<file path="config.mk">
export PLATFORM = sky130hd
export DESIGN_NAME = rmc_control_word
export DESIGN_NICKNAME = d
export VERILOG_FILES = /design/src/rtl/rmc_pkg.sv /design/src/rtl/rmc_control_word.sv /design/src/rtl/rmc_cmd_decode.sv
export SDC_FILE = /design/constraint.sdc
export NUM_CORES = 1
export LEC_CHECK = 0
export ABC_AREA = 1
export BUFFER_PORTS_ARGS = -buffer_cell sky130_fd_sc_hd__buf_2
export CORE_ASPECT_RATIO = 1.25
export CORE_MARGIN = 10
export CORE_UTILIZATION = 30
export CTS_CLUSTER_DIAMETER = 40
export CTS_CLUSTER_SIZE = 40
export DETAILED_ROUTE_END_ITERATION = 10
export PLACE_DENSITY = 0.65
export REMOVE_ABC_BUFFERS = 1
export SYNTH_ARGS = -nofsm -noshare
export SYNTH_HDL_FRONTEND = slang
export SYNTH_SLANG_ARGS = --single-unit
</file>
<file path="constraint.sdc">
create_clock -name clk_sys_i -period 1.8 [get_ports clk_sys_i]
set_input_delay 0.54 -clock clk_sys_i [delete_from_list [all_inputs] [get_ports clk_sys_i]]
set_output_delay 0.54 -clock clk_sys_i [all_outputs]
set_load 0.02 [all_outputs]
</file>
<file path="src/rtl/rmc_pkg.sv">
// rmc_pkg: bit layout, reset values and sequencer states of the receive mode command control word.
// assumes one 16-bit word, reached through the documented descriptor word port of the block.
package rmc_pkg;

    // ************************************************************
    // field positions
    // ************************************************************
    localparam int unsigned RMC_WORD_W = 16;
    localparam int unsigned RMC_BIT_ACCESS_IRQ = 14;
    localparam int unsigned RMC_BIT_BCAST_IRQ = 13;
    localparam int unsigned RMC_BIT_FORCE_BUSY = 12;
    localparam int unsigned RMC_BIT_ACCESSED = 11;
    localparam int unsigned RMC_BIT_BUF_PTR = 10;
    localparam int unsigned RMC_BIT_BCAST_RCVD = 9;
    localparam int unsigned RMC_BIT_MODE_SEL = 2;

    // ************************************************************
    // decode values and reset values
    // ************************************************************
    localparam logic [4:0] RMC_BCAST_ADDR = 5'h1f;
    localparam logic [4:0] RMC_SUBADDR_MODE0 = 5'h00;
    localparam logic [4:0] RMC_SUBADDR_MODE31 = 5'h1f;
    localparam logic [4:0] RMC_DATA_MC_FIRST = 5'h10;
    localparam logic [15:0] RMC_WORD_RESET = 16'h0000;
    // host may always write bits 15..12 and 3; bit 2 only while execution is stopped
    localparam logic [15:0] RMC_HOST_WR_MASK = 16'hf008;
    localparam logic [15:0] RMC_HOST_WR_MASK_STOPPED = 16'h0004;
    // software reset clears accessed, buffer pointer and broadcast flags only
    localparam logic [15:0] RMC_SOFTWARE_RESET_CMD_CLEAR_MASK = 16'h0e00;

    typedef enum logic [1:0] {
        RMC_IDLE,
        RMC_EVAL,
        RMC_WRITE_BACK
    } rmc_state_type;

endpackage

</file>
<file path="src/rtl/rmc_control_word.sv">
// rmc_control_word: receive mode command control word, host port plus device side updates.
// assumes a single-cycle host word port and a protocol engine that pulses msg_done_i once per message.
//
// How it works
// - access interrupt bit with global enable raises an interrupt request on each valid command
// - broadcast interrupt bit with global enable raises request on valid broadcast receive
// - broadcast disabled makes address 31 commands invalid, broadcast interrupt inert
// - host sets force busy bit; commands to this mode code answer with Busy
// - global busy from status word bits register also applies Busy
// - under Busy, data words for mode codes 16-31 not stored, pointer unchanged
// - accessed flag set when message processing completes
// - accessed flag cleared by master reset, software reset or host read
// - buffer pointer is read-only to host, meaningful only in ping-pong mode
// - pointer 0 selects data pointer A, 1 selects data pointer B
// - in ping-pong mode without toggle-hold, pointer inverts after every message not answered with Busy
// - toggle-hold config keeps pointer after illegal or error-ended messages
// - pointer cleared by master reset and software reset, so buffer A first
// - word applies to receive commands with subaddress 0 or 31
// - buffer mode bit set selects ping-pong, clear selects indexed single buffer
module rmc_control_word (
    input wire logic clk_sys_i,
    input wire logic rst_i,
    input wire logic clk_en_i,
    input wire logic master_reset_n_i,
    input wire logic software_reset_cmd_i,
    // host word port
    input wire logic host_wr_i,
    input wire logic host_rd_i,
    input wire logic [rmc_pkg::RMC_WORD_W-1:0] host_wdata_i,
    input wire logic exec_running_i,
    output logic [rmc_pkg::RMC_WORD_W-1:0] host_rdata_o,
    // configuration
    input wire logic access_irq_enable_i,
    input wire logic bcast_irq_enable_i,
    input wire logic broadcast_disable_cfg_i,
    input wire logic pointer_toggle_hold_cfg_i,
    input wire logic global_busy_i,
    // completed command from the protocol engine
    input wire logic cmd_start_i,
    input wire logic msg_done_i,
    input wire logic msg_error_i,
    input wire logic [4:0] rt_addr_i,
    input wire logic tr_bit_i,
    input wire logic [4:0] subaddr_i,
    input wire logic [4:0] mode_code_i,
    // answers to the protocol engine
    output logic busy_status_o,
    output logic data_store_en_o,
    output logic use_pointer_b_o,
    output logic access_irq_o,
    output logic bcast_irq_o,
    output logic log_entry_o
);
    import rmc_pkg::*;

    logic applies;
    logic is_bcast;
    logic valid;
    logic has_data;
    logic [RMC_WORD_W-1:0] word_r;
    logic [RMC_WORD_W-1:0] word_nxt;

    rmc_cmd_decode u_decode (
        .rt_addr_i(rt_addr_i),
        .tr_bit_i(tr_bit_i),
        .subaddr_i(subaddr_i),
        .mode_code_i(mode_code_i),
        .broadcast_disable_cfg_i(broadcast_disable_cfg_i),
        .applies_o(applies),
        .is_bcast_o(is_bcast),
        .valid_o(valid),
        .has_data_o(has_data)
    );

    // ************************************************************
    // master reset pin synchroniser
    // ************************************************************
    logic mr_meta_r;
    logic mr_meta_nxt;
    logic mr_sync_n_r;
    logic mr_sync_n_nxt;

    always_comb begin
        mr_meta_nxt = master_reset_n_i;
        mr_sync_n_nxt = mr_meta_r;
    end

    always_ff @(posedge clk_sys_i) begin
        if (rst_i) begin
            mr_meta_r <= 1'b0;
            mr_sync_n_r <= 1'b0;
        end else if (clk_en_i) begin
            mr_meta_r <= mr_meta_nxt;
            mr_sync_n_r <= mr_sync_n_nxt;
        end
    end

    // ************************************************************
    // message sequencer
    // ************************************************************
    rmc_state_type state_r;
    rmc_state_type state_nxt;
    logic busy_r;
    logic busy_nxt;
    logic store_r;
    logic store_nxt;
    logic bcast_r;
    logic bcast_nxt;
    logic valid_r;
    logic valid_nxt;

    always_comb begin
        state_nxt = state_r;
        busy_nxt = busy_r;
        store_nxt = store_r;
        bcast_nxt = bcast_r;
        valid_nxt = valid_r;
        unique case (state_r)
            RMC_IDLE: begin
                if (cmd_start_i && applies) begin
                    state_nxt = RMC_EVAL;
                    // per mode code busy or global busy
                    busy_nxt = word_r[RMC_BIT_FORCE_BUSY] || global_busy_i;
                    // busy blocks storage of mode data words
                    store_nxt = valid && has_data && !(word_r[RMC_BIT_FORCE_BUSY] || global_busy_i);
                    bcast_nxt = is_bcast;
                    valid_nxt = valid;
                end
            end
            RMC_EVAL: begin
                if (msg_done_i) begin
                    state_nxt = RMC_WRITE_BACK;
                end
            end
            RMC_WRITE_BACK: begin
                state_nxt = RMC_IDLE;
                busy_nxt = 1'b0;
                store_nxt = 1'b0;
            end
        endcase
        if (!mr_sync_n_r || software_reset_cmd_i) begin
            state_nxt = RMC_IDLE;
            busy_nxt = 1'b0;
            store_nxt = 1'b0;
        end
    end

    always_ff @(posedge clk_sys_i) begin
        if (rst_i) begin
            state_r <= RMC_IDLE;
            busy_r <= 1'b0;
            store_r <= 1'b0;
            bcast_r <= 1'b0;
            valid_r <= 1'b0;
        end else if (clk_en_i) begin
            state_r <= state_nxt;
            busy_r <= busy_nxt;
            store_r <= store_nxt;
            bcast_r <= bcast_nxt;
            valid_r <= valid_nxt;
        end
    end

    // ************************************************************
    // control word and event outputs
    // ************************************************************
    logic [RMC_WORD_W-1:0] rdata_r;
    logic [RMC_WORD_W-1:0] rdata_nxt;
    logic acc_irq_r;
    logic acc_irq_nxt;
    logic bc_irq_r;
    logic bc_irq_nxt;
    logic log_r;
    logic log_nxt;
    logic completing;
    logic good_msg;
    logic hold_ptr;
    logic [RMC_WORD_W-1:0] wmask;

    always_comb begin
        word_nxt = word_r;
        rdata_nxt = rdata_r;
        acc_irq_nxt = 1'b0;
        bc_irq_nxt = 1'b0;
        log_nxt = 1'b0;
        completing = (state_r == RMC_EVAL) && msg_done_i;
        good_msg = valid_r && !msg_error_i && !busy_r;
        // pointer held under busy always; after illegal commands only with toggle hold
        hold_ptr = busy_r || (pointer_toggle_hold_cfg_i && !valid_r);
        wmask = RMC_HOST_WR_MASK | (exec_running_i ? 16'h0000 : RMC_HOST_WR_MASK_STOPPED);
        // host writes reach only host bits; pointer and accessed stay device owned
        if (host_wr_i) begin
            word_nxt = (word_r & ~wmask) | (host_wdata_i & wmask);
        end
        if (host_rd_i) begin
            rdata_nxt = word_r;
            // read clears the accessed flag
            word_nxt[RMC_BIT_ACCESSED] = 1'b0;
        end
        if (completing) begin
            // set wins over a read in the same cycle
            word_nxt[RMC_BIT_ACCESSED] = 1'b1;
            if (valid_r && bcast_r) begin
                word_nxt[RMC_BIT_BCAST_RCVD] = 1'b1;
            end
            // ping-pong only; indexed mode leaves the pointer alone
            if (word_r[RMC_BIT_MODE_SEL] && !hold_ptr && (good_msg || !pointer_toggle_hold_cfg_i)) begin
                word_nxt[RMC_BIT_BUF_PTR] = ~word_r[RMC_BIT_BUF_PTR];
            end
            if (valid_r && word_r[RMC_BIT_ACCESS_IRQ] && access_irq_enable_i) begin
                acc_irq_nxt = 1'b1;
            end
            if (valid_r && bcast_r && word_r[RMC_BIT_BCAST_IRQ] && bcast_irq_enable_i) begin
                bc_irq_nxt = 1'b1;
            end
            log_nxt = acc_irq_nxt || bc_irq_nxt;
        end
        if (software_reset_cmd_i) begin
            word_nxt = word_nxt & ~RMC_SOFTWARE_RESET_CMD_CLEAR_MASK;
            acc_irq_nxt = 1'b0;
            bc_irq_nxt = 1'b0;
            log_nxt = 1'b0;
        end
        if (!mr_sync_n_r) begin
            word_nxt = RMC_WORD_RESET;
            rdata_nxt = RMC_WORD_RESET;
            acc_irq_nxt = 1'b0;
            bc_irq_nxt = 1'b0;
            log_nxt = 1'b0;
        end
    end

    always_ff @(posedge clk_sys_i) begin
        if (rst_i) begin
            word_r <= RMC_WORD_RESET;
            rdata_r <= RMC_WORD_RESET;
            acc_irq_r <= 1'b0;
            bc_irq_r <= 1'b0;
            log_r <= 1'b0;
        end else if (clk_en_i) begin
            word_r <= word_nxt;
            rdata_r <= rdata_nxt;
            acc_irq_r <= acc_irq_nxt;
            bc_irq_r <= bc_irq_nxt;
            log_r <= log_nxt;
        end
    end

    // ************************************************************
    // registered answers
    // ************************************************************
    logic ptr_b_r;
    logic ptr_b_nxt;

    always_comb begin
        // a selects 0, b selects 1; forced to a in indexed mode
        ptr_b_nxt = word_nxt[RMC_BIT_BUF_PTR] && word_nxt[RMC_BIT_MODE_SEL];
    end

    always_ff @(posedge clk_sys_i) begin
        if (rst_i) begin
            ptr_b_r <= 1'b0;
        end else if (clk_en_i) begin
            ptr_b_r <= ptr_b_nxt;
        end
    end

    assign host_rdata_o = rdata_r;
    assign busy_status_o = busy_r;
    assign data_store_en_o = store_r;
    assign use_pointer_b_o = ptr_b_r;
    assign access_irq_o = acc_irq_r;
    assign bcast_irq_o = bc_irq_r;
    assign log_entry_o = log_r;

endmodule

</file>
<file path="src/rtl/rmc_cmd_decode.sv">
// rmc_cmd_decode: classifies a completed 1553 command for the receive mode control word.
// assumes inputs are registered on clk_sys_i by the protocol engine; purely combinational.
module rmc_cmd_decode (
    input wire logic [4:0] rt_addr_i,
    input wire logic tr_bit_i,
    input wire logic [4:0] subaddr_i,
    input wire logic [4:0] mode_code_i,
    input wire logic broadcast_disable_cfg_i,
    output logic applies_o,
    output logic is_bcast_o,
    output logic valid_o,
    output logic has_data_o
);
    import rmc_pkg::*;

    always_comb begin
        // receive with subaddress 0 or 31 selects this word
        applies_o = !tr_bit_i && (subaddr_i == RMC_SUBADDR_MODE0 || subaddr_i == RMC_SUBADDR_MODE31);
        is_bcast_o = (rt_addr_i == RMC_BCAST_ADDR);
        // address 31 is not a valid command while broadcast is disabled
        valid_o = applies_o && !(is_bcast_o && broadcast_disable_cfg_i);
        has_data_o = (mode_code_i >= RMC_DATA_MC_FIRST);
    end
endmodule

</file>
==> results.toml <==
[outcome]
status = "finished, final reports clean"

[die]
start_util = 0.316
core_um2 = 4800
fp.dieW_um = 83.6
die_h_um = 99.5
io_pins = 70
die-area_um2 = 8310
row_count = 28

[synthesis]
ys_seq_elements = 30
synth-compound-area-share = 0.180
synth_warnings = 0
async_flop_share = 0
synth_seq_area_share = 0.396
synth_fa_ha_area_frac = 0.0248
synth.area.mux_share = 0
synthSimpleGateAreaFrac = 0.266
syn_area_per_cell_um2 = 7.25
synthCells = 209
synth_top_family_by_area = "simple AND/OR/NAND/NOR gates"
synth_area_um2 = 1520
synthXorXnorAreaFrac = 0
synth_edf_count = 0
synth_ff_type = "dfxtp_1"
synth.distinct_cells = 28

[drt]
routed_wl_mm = 3.99
avgViaCountPerCell = 4.54
first_pass_iters = 4
drc = 0
drt_iter0_drc = 55
ant_nets = 0
num_vias = 1476
wire_per_inst_um = 12.3

[sta]
rsz0062_at_grt = "no"
finalCritPeriodShare = 0.759
fmax_mhz = 732
final_max_slew_viol_count = 0
post-route-min-period_ps = 1370
hold_violations = 0
setup_ws_ps = 434
fin_skew_ps = 6.34
finalSetupViolCount = 0
setup_tns_ps = 0

[grt]
antenna_found_initial = 0
grt_pass1_wl_mm = 6.93
gr-usage-all-layers = 0.0996
grt_pass1_vias = 1567
grt_max_degree = 22
overflow = 0

[clock_network]
cts-resized-gates = 0
insertion_delay_ps = 280
cts_buffers = 5
htreeDepth = 2
cts-hold-fix-buffers = 0
clock-sinks = 30
cts_root_buffer = "clkbuf_8"
cts_setup_buffers = 0
tritoncts = "done"
clk_pin_slew_ps = 70
max-clock-path-buffers = 2

[min_path]
hold_start = "word_r[15]"
hold_end = "word_r[15]"
hold_path_class = "reg2reg"
min_path_cells = 2

[critical_path]
cpMaxStageDelayCell = "dfxtp_1"
crit_required_ps = 1260
slowest_delay_ps = 360
critPathArrivalTime_ps = 830
crit_fanout = 3
timing.rr.start = "state_r[1]"
path_cells = "buf_2"
end_kind = "output pin"
worst_setup_path_start_kind = "register"
reg2reg_slack_ps = 440
rr_worst_depth = 8
r2r_end = "log_entry_o"
cp_num_buf_inv = 1
cp_top_family = "flip-flops"
criticalPathCategory = "reg2out"

[finish]
fin_nets = 315
insertedDiodeCount = 0
fill_cells = 520
syn2layout_area_growth_pct = 27.2
regArea_um2 = 601
multi_input_comb_area_um2 = 739
layout-drive-gt1-share = 0.272

[flow_run]
cap_viol_max_count = 0

[placement]
io_buffers = 48
globalplace.congestion = 0.791
dp_worst_setup_slack_ps = 248
dp_hpwl_mm = 3.24

[pwr]
leakagePower_nw = 0.886
peakVddDrop_mv = 0.247
power_density_nw_per_um2 = 784
==> per-layer routing <==
metal  vias up  part of all wire  GRT usage  routed length (um)
li1        785                 -          -                   -
met3         5             0.084     0.0465                 335
met5         -                 0          0                   0
met1       638              0.45      0.109                1800
met4         0             0.014     0.0348                  54
met2        48              0.45      0.165                1800
==> through the flow <==
stage	hold slack (ps)	total power, W	cell area, um^2	std cells	util
after floorplan	435	0.000785	1450	202	-
after global placement	452	0.000871	1820	317	0.379
after detailed placement	453	0.000872	1820	317	0.379
after CTS	462	0.00153	1930	325	0.401
after global routing	485	0.00159	1930	325	0.401
final	462	0.00151	1930	325	0.401
==> cells in the mapped netlist, types with 3 or more instances <==
cell | number | area [um^2]
a21oi_1 | 22 | 110
o21ai_0 | 7 | 35.0
nand2_1 | 37 | 139
nand3_1 | 15 | 75.1
nand4_1 | 5 | 31.3
inv_1 | 25 | 93.8
ha_1 | 3 | 37.5
clkbuf_1 | 3 | 11.3
a31oi_1 | 4 | 25.0
o211ai_1 | 7 | 52.6
buf_4 | 8 | 60.1
o22ai_1 | 3 | 18.8
nor2_1 | 22 | 82.6
dfxtp_1 | 30 | 601
==> power by group <==
part / internal [W] / leakage [nW] / total [W] / switching (W)
clock network: 0.000407 / 0.0579 / 0.000654 / 0.000248
logic: 0.0000658 / 0.585 / 0.000176 / 0.000111
registers: 0.000674 / 0.243 / 0.000681 / 0.00000693
total: 0.00115 / 0.886 / 0.00151 / 0.000365
==> area by class of cell <==
cell class,instances,share of cell area
clock inverter,3,0.0208
timing repair buffer,55,0.152
inverter,28,0.0571
tap,60,0.0390
multi-input combinational,144,0.384
sequential,30,0.312
clock buffer,5,0.0357
==> worst max-delay path by stage <==
stage | start | endpoint | cells past startpoint
finish | busy_status_o | busy_status_o | 1
global route | state_r[1] | log_entry_o | 8
CTS | state_r[1] | log_entry_o | 8
detailed placement | clk_en_i | data_store_en_o | 6
global placement | clk_en_i | data_store_en_o | 6
floorplan | mr_sync_n_r | state_r[0] | 7
==> cells by family (layout without fill, tap and decap cells) <==
group / count (synthesis) / count (layout)
AND/OR/NAND/NOR: 87 / 87
AO/OA/AOI/OAI: 47 / 47
buffers and inverters: 41 / 91
flip-flops: 30 / 30
adder cells (fa/ha/maj): 3 / 3
other: 1 / 7
==> cells in the final DEF, fill, tap and decap left out, types with 2 or more instances in the layout <==
cell type / n
nor3_1: 2
nor2_4: 2
clkbuf_8: 5
o21a_1: 2
dfxtp_1: 30
a31oi_1: 4
inv_1: 25
buf_2: 48
nand4_1: 5
buf_4: 7
o22ai_1: 3
nand3_1: 15
ha_1: 3
clkinv_2: 2
a21oi_1: 22
nand2_1: 37
nor2_1: 22
conb_1: 7
o21ai_0: 7
o211ai_1: 7
inv_4: 2
Note: power is estimated with default switching activity, not from simulation.
